## config.mk

```make
export PLATFORM = sky130hd
export DESIGN_NAME = csdma_top
export DESIGN_NICKNAME = d
export VERILOG_FILES = /design/src/verilog/csdma_pkg.sv /design/src/verilog/csdma_seq.sv /design/src/verilog/csdma_top.sv
export VERILOG_INCLUDE_DIRS = /design/src /design/src/verilog
export SDC_FILE = /design/constraint.sdc
export NUM_CORES = 1
export LEC_CHECK = 0
export ABC_AREA = 1
export ABC_CLOCK_PERIOD_IN_PS = 1250
export BUFFER_PORTS_ARGS = -buffer_cell sky130_fd_sc_hd__buf_2
export CORE_MARGIN = 2
export CORE_UTILIZATION = 35
export CTS_CLUSTER_SIZE = 28
export DETAILED_ROUTE_END_ITERATION = 12
export PLACE_DENSITY_LB_ADDON = 0.3
export SETUP_SLACK_MARGIN = 0.02
export SYNTH_ARGS = -nofsm -noshare
export SYNTH_HDL_FRONTEND = slang
export SYNTH_SLANG_ARGS = --single-unit
export TNS_END_PERCENT = 1
```

## constraint.sdc

```tcl
create_clock -name aclk -period 1.25 [get_ports aclk]
set_input_delay 0.0625 -clock aclk [delete_from_list [all_inputs] [get_ports aclk]]
set_output_delay 0.0625 -clock aclk [all_outputs]
set_load 0.005 [all_outputs]
```

## src/verilog/csdma_map.svh

```systemverilog
// register map, field positions and reset values of the converter-scan dma
// assumes byte addresses on a 12-bit register-file page, word-aligned on axi
`ifndef CSDMA_MAP_SVH
`define CSDMA_MAP_SVH
// printed offsets are not all multiples of four: they are indices
`define CSDMA_IDX_CH0_END 12'hfb4
`define CSDMA_IDX_CH1_END 12'hfbc
`define CSDMA_IDX_BASE 12'hfbd
`define CSDMA_IDX_CTRL 12'hfbe
`define CSDMA_IDX_STAT 12'hfbf
// own registers: high nibbles, interrupt mask, masked status copy
`define CSDMA_IDX_END_HI 12'hfc0
`define CSDMA_IDX_IMASK 12'hfc1
`define CSDMA_IDX_IPEND 12'hfc2
`define CSDMA_CTRL_EN 7
`define CSDMA_CTRL_IE 6
`define CSDMA_CTRL_RESET 8'h00
`define CSDMA_STAT_SCAN 2
`define CSDMA_STAT_CH1 1
`define CSDMA_STAT_CH0 0
`define CSDMA_MAX_INPUT 4'hb
`endif

```

## src/verilog/csdma_pkg.sv

```systemverilog
// types shared by the converter-scan dma files
package csdma_pkg;
    typedef enum logic [4:0] {
        CS_IDLE = 5'b00001,
        CS_CONV = 5'b00010,
        CS_WAIT = 5'b00100,
        CS_WR_HI = 5'b01000,
        CS_WR_LO = 5'b10000
    } csdma_state_t;
    typedef struct packed {
        logic valid;
        logic [11:0] addr;
        logic [7:0] data;
    } csdma_wr_t;
    typedef struct packed {
        logic start;
        logic [3:0] input_sel;
    } csdma_conv_t;
endpackage : csdma_pkg

```

## src/verilog/csdma_seq.sv

```systemverilog
// scan sequencer: steps converter inputs and stores results as byte pairs
// assumes converter answers one conv_done pulse per start; file write takes one cycle
`timescale 1ns/1ns
`include "csdma_map.svh"
module csdma_seq
    import csdma_pkg::*;
(
    input wire logic aclk,
    input wire logic aresetn,
    input wire logic enable,
    input wire logic [3:0] last_input,
    input wire logic [6:0] base,
    input wire logic conv_done,
    input wire logic [9:0] conv_result,
    output csdma_conv_t conv,
    output csdma_wr_t wr,
    output logic [3:0] cur_input,
    output logic scan_done
);
    csdma_state_t state_r;
    logic [3:0] cur_r;
    logic [9:0] res_r;

    function automatic logic [11:0] slot_addr(input logic [6:0] b, input logic [3:0] n, input logic odd);
        slot_addr = {b, n, odd};
    endfunction : slot_addr

    always_ff @(posedge aclk) begin
        if (!aresetn || !enable) begin
            state_r <= CS_IDLE;
            cur_r <= 4'h0;
        end else begin
            unique case (state_r)
                CS_IDLE: state_r <= CS_CONV;
                CS_CONV: state_r <= CS_WAIT;
                CS_WAIT: if (conv_done) begin
                    state_r <= CS_WR_HI;
                end
                CS_WR_HI: state_r <= CS_WR_LO;
                CS_WR_LO: begin
                    state_r <= CS_CONV;
                    // wrap to 0 after the last input; a shrunk count also wraps
                    if (cur_r >= last_input) begin
                        cur_r <= 4'h0;
                    end else begin
                        cur_r <= cur_r + 4'h1;
                    end
                end
            endcase
        end
    end

    always_ff @(posedge aclk) begin
        if (!aresetn) begin
            res_r <= 10'h000;
        end else if (state_r == CS_WAIT && conv_done) begin
            res_r <= conv_result;
        end
    end

    always_comb begin
        conv.start = (state_r == CS_CONV);
        conv.input_sel = cur_r;
        wr.valid = (state_r == CS_WR_HI) || (state_r == CS_WR_LO);
        // msb byte at even address, two low bits at the odd one
        wr.addr = slot_addr(base, cur_r, state_r == CS_WR_LO);
        wr.data = (state_r == CS_WR_LO) ? {res_r[1:0], 6'h00} : res_r[9:2];
        scan_done = (state_r == CS_WR_LO) && (cur_r >= last_input);
    end
    assign cur_input = cur_r;

    a_store_pair: assert property (@(posedge aclk) disable iff (!aresetn)
        (state_r == CS_WR_HI) && enable |=> wr.valid && wr.addr[0] && $past(wr.addr[11:1]) == wr.addr[11:1])
        else $error("low byte not at following odd address");
    a_disable_zero: assert property (@(posedge aclk) disable iff (!aresetn)
        !enable |=> cur_r == 4'h0 && state_r == CS_IDLE)
        else $error("disabled scan not reset to input 0");
    a_addr_form: assert property (@(posedge aclk) disable iff (!aresetn)
        wr.valid |-> wr.addr[11:5] == base && wr.addr[4:1] == cur_r)
        else $error("store address malformed");
    a_conv_first: assert property (@(posedge aclk) disable iff (!aresetn)
        conv.start && enable |=> state_r == CS_WAIT)
        else $error("conversion start not followed by wait");
endmodule : csdma_seq

```

## src/verilog/csdma_top.sv

```systemverilog
// converter-scan dma channel, general channel end bytes and shared status
// assumes an axi4-lite master, one converter and a one-cycle register-file write port
//
// Summary of operation
// - end address per general channel is high nibble joined above end low byte.
// - store address is base bits 7..1, input number, then zero for the msb byte, one for the rest.
// - result stored as msb byte at even address, rest at odd.
// - enable bit low disables scanning and resets input number to zero.
// - interrupt enable gives an interrupt after last input; else none.
// - count field n scans inputs 0 through n, up to 11.
// - every scan starts at input 0 and ascends.
// - each input is converted first, then its result moved.
// - status bits 2,1,0 flag scan, channel 1, channel 0.
// - reading status clears the three flags after returning them.
// - status bits 7..4 show the input being converted.
// - scan flag sets once last input is stored with interrupt.
// - general channel flag sets when it finishes at its end address.
`timescale 1ns/1ns
`include "csdma_map.svh"
module csdma_top
    import csdma_pkg::*;
(
    input wire logic aclk,
    input wire logic aresetn,
    // axi4-lite slave
    input wire logic [13:0] s_axi_awaddr,
    input wire logic s_axi_awvalid,
    output logic s_axi_awready,
    input wire logic [31:0] s_axi_wdata,
    input wire logic [3:0] s_axi_wstrb,
    input wire logic s_axi_wvalid,
    output logic s_axi_wready,
    output logic [1:0] s_axi_bresp,
    output logic s_axi_bvalid,
    input wire logic s_axi_bready,
    input wire logic [13:0] s_axi_araddr,
    input wire logic s_axi_arvalid,
    output logic s_axi_arready,
    output logic [31:0] s_axi_rdata,
    output logic [1:0] s_axi_rresp,
    output logic s_axi_rvalid,
    input wire logic s_axi_rready,
    // converter
    output csdma_conv_t conv,
    input wire logic conv_done,
    input wire logic [9:0] conv_result,
    // register-file write port
    output csdma_wr_t rf_wr,
    // general channel engines
    input wire logic ch0_done,
    input wire logic ch1_done,
    output logic [11:0] ch0_end_addr,
    output logic [11:0] ch1_end_addr,
    output logic irq
);
    // ----------------------------------------------------------------
    // registers
    // ----------------------------------------------------------------
    logic [7:0] ch0_end_r;
    logic [7:0] ch1_end_r;
    logic [7:0] end_hi_r;
    logic [7:0] base_r;
    logic [7:0] ctrl_r;
    logic [2:0] flags_r;
    logic [2:0] flags_nxt;
    logic [2:0] mask_r;
    logic [3:0] cur_input;
    logic scan_done;

    // ----------------------------------------------------------------
    // axi4-lite write channel
    // ----------------------------------------------------------------
    logic aw_have_r;
    logic w_have_r;
    logic [13:0] aw_addr_r;
    logic [31:0] w_data_r;
    logic [3:0] w_strb_r;
    logic do_write;
    logic [11:0] wr_idx;

    function automatic logic [11:0] reg_index(input logic [13:0] byte_addr);
        reg_index = byte_addr[13:2];
    endfunction : reg_index

    assign s_axi_awready = !aw_have_r && !s_axi_bvalid;
    assign s_axi_wready = !w_have_r && !s_axi_bvalid;
    assign do_write = aw_have_r && w_have_r && !s_axi_bvalid;
    assign wr_idx = reg_index(aw_addr_r);

    always_ff @(posedge aclk) begin
        if (!aresetn) begin
            aw_have_r <= 1'b0;
            w_have_r <= 1'b0;
            aw_addr_r <= 14'h0000;
            w_data_r <= 32'h00000000;
            w_strb_r <= 4'h0;
            s_axi_bvalid <= 1'b0;
            s_axi_bresp <= 2'h0;
        end else begin
            if (s_axi_awvalid && s_axi_awready) begin
                aw_have_r <= 1'b1;
                aw_addr_r <= s_axi_awaddr;
            end
            if (s_axi_wvalid && s_axi_wready) begin
                w_have_r <= 1'b1;
                w_data_r <= s_axi_wdata;
                w_strb_r <= s_axi_wstrb;
            end
            if (do_write) begin
                aw_have_r <= 1'b0;
                w_have_r <= 1'b0;
                s_axi_bvalid <= 1'b1;
                unique case (wr_idx)
                    `CSDMA_IDX_CH0_END, `CSDMA_IDX_CH1_END, `CSDMA_IDX_BASE, `CSDMA_IDX_CTRL,
                    `CSDMA_IDX_STAT, `CSDMA_IDX_END_HI, `CSDMA_IDX_IMASK, `CSDMA_IDX_IPEND:
                        s_axi_bresp <= 2'h0;
                    default: s_axi_bresp <= 2'h2;
                endcase
            end else if (s_axi_bvalid && s_axi_bready) begin
                s_axi_bvalid <= 1'b0;
            end
        end
    end

    // only byte lane 0 carries data; status is read-only
    always_ff @(posedge aclk) begin
        if (!aresetn) begin
            ch0_end_r <= 8'h00;
            ch1_end_r <= 8'h00;
            end_hi_r <= 8'h00;
            base_r <= 8'h00;
            ctrl_r <= `CSDMA_CTRL_RESET;
            mask_r <= 3'h7;
        end else if (do_write && w_strb_r[0]) begin
            unique case (wr_idx)
                `CSDMA_IDX_CH0_END: ch0_end_r <= w_data_r[7:0];
                `CSDMA_IDX_CH1_END: ch1_end_r <= w_data_r[7:0];
                `CSDMA_IDX_END_HI: end_hi_r <= w_data_r[7:0];
                `CSDMA_IDX_BASE: base_r <= {w_data_r[7:1], 1'b0};
                `CSDMA_IDX_CTRL: ctrl_r <= {w_data_r[7:6], 2'h0, w_data_r[3:0]};
                `CSDMA_IDX_IMASK: mask_r <= w_data_r[2:0];
                default: ;
            endcase
        end
    end

    assign ch0_end_addr = {end_hi_r[3:0], ch0_end_r};
    assign ch1_end_addr = {end_hi_r[7:4], ch1_end_r};

    // ----------------------------------------------------------------
    // axi4-lite read channel
    // ----------------------------------------------------------------
    logic stat_read;
    logic [7:0] rd_byte;
    logic rd_ok;
    logic [11:0] rd_idx;

    assign s_axi_arready = !s_axi_rvalid;
    assign rd_idx = reg_index(s_axi_araddr);

    always_comb begin
        rd_ok = 1'b1;
        rd_byte = 8'h00;
        unique case (rd_idx)
            `CSDMA_IDX_CH0_END: rd_byte = ch0_end_r;
            `CSDMA_IDX_CH1_END: rd_byte = ch1_end_r;
            `CSDMA_IDX_END_HI: rd_byte = end_hi_r;
            `CSDMA_IDX_BASE: rd_byte = base_r;
            `CSDMA_IDX_CTRL: rd_byte = ctrl_r;
            `CSDMA_IDX_STAT: rd_byte = {cur_input, 1'b0, flags_r};
            `CSDMA_IDX_IMASK: rd_byte = {5'h00, mask_r};
            `CSDMA_IDX_IPEND: rd_byte = {5'h00, flags_r & mask_r};
            default: rd_ok = 1'b0;
        endcase
    end

    assign stat_read = s_axi_arvalid && s_axi_arready && rd_idx == `CSDMA_IDX_STAT;

    always_ff @(posedge aclk) begin
        if (!aresetn) begin
            s_axi_rvalid <= 1'b0;
            s_axi_rdata <= 32'h00000000;
            s_axi_rresp <= 2'h0;
        end else if (s_axi_arvalid && s_axi_arready) begin
            s_axi_rvalid <= 1'b1;
            s_axi_rdata <= {24'h000000, rd_byte};
            s_axi_rresp <= rd_ok ? 2'h0 : 2'h2;
        end else if (s_axi_rready) begin
            s_axi_rvalid <= 1'b0;
        end
    end

    // ----------------------------------------------------------------
    // shared flags and interrupt
    // ----------------------------------------------------------------
    // read captures the old value in rdata before this clear lands
    always_comb begin
        flags_nxt = stat_read ? 3'h0 : flags_r;
        if (scan_done && ctrl_r[`CSDMA_CTRL_IE]) begin
            flags_nxt[`CSDMA_STAT_SCAN] = 1'b1;
        end
        if (ch1_done) begin
            flags_nxt[`CSDMA_STAT_CH1] = 1'b1;
        end
        if (ch0_done) begin
            flags_nxt[`CSDMA_STAT_CH0] = 1'b1;
        end
    end

    always_ff @(posedge aclk) begin
        if (!aresetn) begin
            flags_r <= 3'h0;
        end else begin
            flags_r <= flags_nxt;
        end
    end

    assign irq = |(flags_r & mask_r);

    // ----------------------------------------------------------------
    // scan sequencer
    // ----------------------------------------------------------------
    csdma_seq u_seq (
        .aclk(aclk),
        .aresetn(aresetn),
        .enable(ctrl_r[`CSDMA_CTRL_EN]),
        .last_input(ctrl_r[3:0] > `CSDMA_MAX_INPUT ? `CSDMA_MAX_INPUT : ctrl_r[3:0]),
        .base(base_r[7:1]),
        .conv_done(conv_done),
        .conv_result(conv_result),
        .conv(conv),
        .wr(rf_wr),
        .cur_input(cur_input),
        .scan_done(scan_done)
    );

    // ----------------------------------------------------------------
    // checks
    // ----------------------------------------------------------------
    a_read_clears: assert property (@(posedge aclk) disable iff (!aresetn)
        stat_read && !scan_done && !ch0_done && !ch1_done |=> flags_r == 3'h0)
        else $error("status read did not clear flags");
    a_event_survives: assert property (@(posedge aclk) disable iff (!aresetn)
        stat_read && ch0_done |=> flags_r[0])
        else $error("channel 0 event lost during read");
    a_scan_flag: assert property (@(posedge aclk) disable iff (!aresetn)
        scan_done && ctrl_r[6] |=> flags_r[2])
        else $error("scan flag not set after last input");
    a_no_irq_off: assert property (@(posedge aclk) disable iff (!aresetn)
        !ctrl_r[`CSDMA_CTRL_IE] && !flags_r[`CSDMA_STAT_SCAN] |=> !flags_r[`CSDMA_STAT_SCAN])
        else $error("scan flag set with interrupt disabled");
    a_flag_hold: assert property (@(posedge aclk) disable iff (!aresetn)
        flags_r[1] && !stat_read |=> flags_r[1])
        else $error("channel 1 flag dropped without read");
    a_stat_shape: assert property (@(posedge aclk) disable iff (!aresetn)
        stat_read |=> s_axi_rvalid && s_axi_rdata[7:4] == $past(cur_input) && s_axi_rdata[2:0] == $past(flags_r))
        else $error("status read content wrong");
    a_end_join: assert property (@(posedge aclk) disable iff (!aresetn)
        ch1_end_addr[11:8] == end_hi_r[7:4] && ch0_end_addr[7:0] == ch0_end_r)
        else $error("end address join wrong");
endmodule : csdma_top

```

Yosys cells after proc, flatten, opt, wreduce, memory -nomap -nowiden
Cells that the tools add are included.
{"block": "word_totals", "inputBits": 84, "out_inout_bits": 92, "register_bits": 101}
{"block": "classes", "n_reduce_logical": 37, "mux": 17, "bitwise": 2, "n_eq_ne": 22, "addsub": 1, "magnitude_cmp": 2}
{"cell": "12-bit equality test, second input constant", "count": 16}
{"cell": "8-bit case mux with 8 select lines", "count": 1}
{"cell": "5-bit case mux with 4 select lines", "count": 1}
{"cell": "8-bit OR reduction", "count": 2}
{"cell": "1-bit logical AND", "count": 13}
{"cell": "2-bit AND reduction", "count": 6}
{"cell": "2-bit nonzero test", "count": 5}
{"cell": "1-bit 2-to-1 mux", "count": 8}
{"cell": "4-bit 2-to-1 mux", "count": 2}
{"cell": "8-bit 2-to-1 mux", "count": 1}
{"cell": "1-bit zero test", "count": 6}
{"cell": "5-bit by 1-bit equality test with 1-bit output, second input constant", "count": 1}
{"cell": "5-bit by 2-bit equality test with 1-bit output, second input constant", "count": 1}
{"cell": "5-bit by 3-bit equality test with 1-bit output, second input constant", "count": 1}
{"cell": "5-bit by 4-bit equality test with 1-bit output, second input constant", "count": 1}
{"cell": "5-bit equality test, second input constant", "count": 1}
{"cell": "5-bit 2-to-1 mux", "count": 1}
{"cell": "4-bit by 1-bit adder with 4-bit output, second input constant", "count": 1}
{"cell": "4-bit greater-or-equal comparator", "count": 1}
{"cell": "4-bit greater-than comparator, second input constant", "count": 1}
{"cell": "2-bit 2-to-1 mux", "count": 2}
{"cell": "2-bit OR reduction", "count": 2}
{"cell": "3-bit AND", "count": 1}
{"cell": "3-bit 2-to-1 mux", "count": 1}
{"cell": "4 further kinds", "count": 5}

Depth between registers and ports, before layout
{"block": "logic_depth", "word_depth": 6, "depth_mapped": 10}

Modules after synthesis
From an unflattened synthesis, not the netlist that was laid out.
{"block": "hier_totals", "hier_cells": 669, "hier_area_um2": 4963.5}
{"module": "csdma_top", "instances": 1, "cells_per_inst": 511, "seq_area_each_um2": 1561.5, "area_each_um2": 3833.7}
{"module": "csdma_seq", "instances": 1, "cells_per_inst": 158, "seq_area_each_um2": 380.4, "area_each_um2": 1129.8}

Worst setup path before layout
OpenSTA, ideal clock, no wires.
{"block": "synth_path", "path_kind": "register to register", "start": "register ctrl_r[2]", "end": "register u_seq.cur_r[0] (netlist: u_seq.cur_input[0])", "setup_time_ns": 0.070, "setup_slack_ns": -0.125, "arrival_time_ns": 1.305, "path_stages_with_launch": 10, "cell_sequence": "dfxtp_1 > a21oi_1 > ha_1 > inv_1 > nor2_1 > o211ai_1 > nand3_1 > nand2_1 > nand3_1 > a21oi_1"}
{"block": "synth_between", "elab_chain_len": 4}
{"element": "start: declaration", "line": "csdma_top.sv:63", "text": "logic [7:0] ctrl_r;"}
{"element": "start signal: assignment", "line": "csdma_top.sv:132", "text": "ctrl_r <= `CSDMA_CTRL_RESET;"}
{"element": "start signal: assignment", "line": "csdma_top.sv:140", "text": "`CSDMA_IDX_CTRL: ctrl_r <= {w_data_r[7:6], 2'h0, w_data_r[3:0]};"}
{"element": "4-bit greater-than comparator (no source line)"}
{"element": "4-bit 2-to-1 mux *", "line": "csdma_top.sv:227", "text": ".last_input(ctrl_r[3:0] > `CSDMA_MAX_INPUT ? `CSDMA_MAX_INPUT : ctrl_r[3:0]),"}
{"element": "4-bit greater-or-equal comparator *", "line": "csdma_seq.sv:43", "text": "if (cur_r >= last_input) begin"}
{"element": "4-bit 2-to-1 mux *", "line": "csdma_seq.sv:43"}
{"element": "end signal: assignment", "line": "csdma_seq.sv:46", "text": "cur_r <= cur_r + 4'h1;"}
{"element": "end: declaration", "line": "csdma_seq.sv:21", "text": "logic [3:0] cur_r;"}
Every way passes the cells marked *; elsewhere a longest branch is shown, timed or not.
A chain may end at the register's enable or synchronous reset.

==> results by group <==
Status
  • Status: finished with violations
  • Failing checks: hold timing, setup timing

Floorplanning
  • Die height: 122 um
  • Row Count: 43
  • Initial Utilization: 35.3%
  • Chip Width: 122 um
  • Die area: 14800 um2
  • Core ar.: 13700 um2
  • I/O pin total: 176

Timing
  • Final worst path period need: 1.66 ns
  • Post-route clock period utilization: 132%
  • Setup WS post-layout: -0.406 ns
  • Final setup fails: 59
  • Pins Over Slew Limit: 0
  • Fmax: 0.604 GHz
  • Fin. Hold Viols: 1
  • Worst Skew: 0.00742 ns
  • Setup TNS: -8.01 ns
  • WHS: -0.0121 ns
  • Unrepaired setup endpoints after global routing: yes

GRT
  • First-pass GRT wire length: 21000 um
  • Largest net degree at the start of global routing: 54
  • Vias in the first global route: 4242
  • Gr usage total: 18.0%
  • Gr ovfl total: 0
  • Initial antenna violation count: 0

CTS
  • Bufs on Longest Clock Path: 2
  • Worst-path clk slew: 0.07 ns
  • H-tree lvl count: 3
  • CTS buffer count: 9
  • Skew-Pair Late Insertion Delay: 0.35 ns
  • Root Driver: clkbuf_16
  • CTS Sinks: 97
  • CTS tree: yes

Cells and area
  • Fillers: 1335
  • Final nets: 933
  • Storage cell area: 1960 um2
  • Non-filler cells, final: 1029
  • Area of the multi-input gates: 2460 um2
  • Area grow syn2layout: 36.1%
  • Share of cells above drive strength 1: 31.7%
  • Util after Layout: 48.1%

Synth
  • Synth Cell Area: 4850 um2
  • EDFF count, synth: 0
  • Top cells by count, synth: nand2_1, dfxtp_1, nor2_1
  • Yosys reg bits: 97
  • Syn Area/Cell: 7.41 um2
  • Sequential area share after synthesis: 40.1%
  • Cell taking the most area after synthesis: dfxtp_1
  • Synth cell types: 40
  • Primary FF master, synth: dfxtp_1
  • Area share of the largest cell type after synthesis: 40.1%
  • Synthesized instance count: 654
  • Most common cell in the netlist: nand2_1
  • Top post-synthesis cells by area: dfxtp_1, nand2_1, a21oi_1
  • FFs w/ async S/R, synth: 0%
  • Syn. warnings: 0

Job
  • Max_cap viols: 0

Power
  • Peak VDD IR: 545 uV
  • Reg power frac: 48.2%
  • Net switching power: 1.66 mW
  • Combinational power share: 11.3%
  • Sw Ratio: 24.7%
  • Clk pwr share: 40.5%
  • Total power: 6.71 mW
  • Internal power: 5.05 mW
  • Power Density: 1020 nW/um2
  • Leak: 3.14 nW

Setup path
  • Crit path arrival time: 1.59 ns
  • Max incr delay on CP: 0.34 ns
  • Setup Crit Path Kind: flop to output pin
  • Max FO, Critical Path: 9
  • CP most frequent cell: buf_4
  • Critical path endpoint category: output pin
  • Crit path cell chain: or2_4, nor3_2, buf_4, buf_4, nand2_1, o21ai_0, buf_2
  • Highest-delay cell along the critical path: dfxtp_2
  • CP required: 1.19 ns
  • Critical path startpoint category: flop

Routing
  • Residual DRC count: 0
  • DRT iter0 DRCs: 220
  • Drt first pass iters: 4
  • Antenna Violating Nets Remaining: 0
  • Post-DR wirelength/cell: 12.9 um
  • Total detailed-routing wirelength: 13300 um
  • Vias per cell: 4.66
  • Vias: 4791

Min path
  • Min-delay worst type: input pin to flop

Place
  • HPWL after DPL: 9740 um
  • Dpl cells: 983
  • Port Buf Inserts: 118
  • GPL Wtd Cong: 0.865
critical path: cells and delay by family (launching register included):
family	cells	cell delay (ns)
and+or+nand+nor	3	0.37
DFF	1	0.34
AOI/OAI and AO/OA	1	0.08
buffers and inverters	3	0.46
power by group through the flow:
stage	logic [mW]	registers (mW)	clock network (mW)
after floorplan	0.398	3.29	0
after global placement	0.659	3.29	0
after detailed placement	0.663	3.30	0
after CTS	0.743	3.23	2.78
after global routing	0.845	3.24	2.89
final	0.756	3.24	2.72
cells in the final DEF (no fill, tap or decap), drive strengths merged, types with 4 or more instances in the layout:
cell type / count
a211oi: 15
nand4: 33
nand2: 117
clkbuf: 10
ha: 5
nand3: 38
nor3: 9
o21ai: 50
a21oi: 73
o211ai: 4
dfxtp: 97
nor2: 87
inv: 56
buf: 182
conb: 26
dlygate4sd3: 29
clkinv: 4
repair_timing:
| item | CTS | global route |
|---|---|---|
| buffers inserted | 0 | 1 |
| endpoints found under the hold margin | 28 | 0 |
| hold buffers | 29 | 0 |
| setup endpoints to repair | 77 | 92 |
| gates resized for setup | 26 | 21 |
| pin swaps | 9 | 3 |
| cloned | 0 | 0 |
state kept, by name (all words and copies together) (netlist names):
signal and flops:
aw_addr_r 12, u_seq.cur_input 4, w_strb_r 1, end_hi_r 8, base_r 7, ctrl_r 6
s_axi_rresp 1, flags_r 3, w_have_r 1, s_axi_rdata 8, s_axi_rvalid 1, u_seq.res_r 10
s_axi_bvalid 1, s_axi_bresp 1, mask_r 3, ch0_end_r 8, aw_have_r 1, u_seq.state_r 5
w_data_r 8, ch1_end_r 8
logic make-up (layout without fill, tap and decap cells):
logic type	Yosys count	in the layout	synth area share [%]
flops	97	97	40.1
compound gates	145	145	16.6
other cells	1	27	0.0773
simple gates	288	288	29.0
buf+inv	116	285	12.6
fa+ha+maj	5	5	1.29
xor+xnor	2	2	0.361
final timing paths:
kind	startpoint	end	slack (ns)	cells after the start
worst max-delay path	u_seq.state_r[3]$_SDFFE_PP0P_	rf_wr[6]	-0.41	7
worst min-delay path	s_axi_awaddr[2]	aw_addr_r[2]$_SDFFE_PN0P_	-0.01	3
worst max register to register	ctrl_r[2]$_SDFFE_PN0P_	u_seq.cur_input[0]$_SDFFE_PP0P_	-0.19	9
worst min register to register	u_seq.res_r[8]$_SDFFE_PN0P_	u_seq.res_r[8]$_SDFFE_PN0P_	0.44	2
per-stage QoR:
stage	setup WS [ns]	cell area, um2
after CTS	-0.410	6550
after detailed placement	-0.205	5920
after global placement	-0.166	5920
after global routing	-0.466	6590
final	-0.406	6600
after floorplan	-0.103	4950
cell type report:
class	count	area share (%)
multi-input cells	466	37.3
clock buffers	10	3.47
inverters	59	3.53
flip-flops and latches	97	29.8
clock inverters	5	0.873
diodes	1	0.0379
well taps	180	3.41
repair buffers	211	21.6
layer usage:
| metal | wire length (um) | vias up | track usage [%] | part of all wire [%] |
|---|---|---|---|---|
| met5 | 0 | - | 0 | 0 |
| met4 | 237 | 0 | 6.54 | 1.8 |
| met3 | 716 | 15 | 3.51 | 5.4 |
| met2 | 6280 | 138 | 29.8 | 47 |
| met1 | 6090 | 2121 | 23.5 | 46 |
| li1 | - | 2517 | - | - |
No activity file was read; power rests on OpenSTA's default activity.
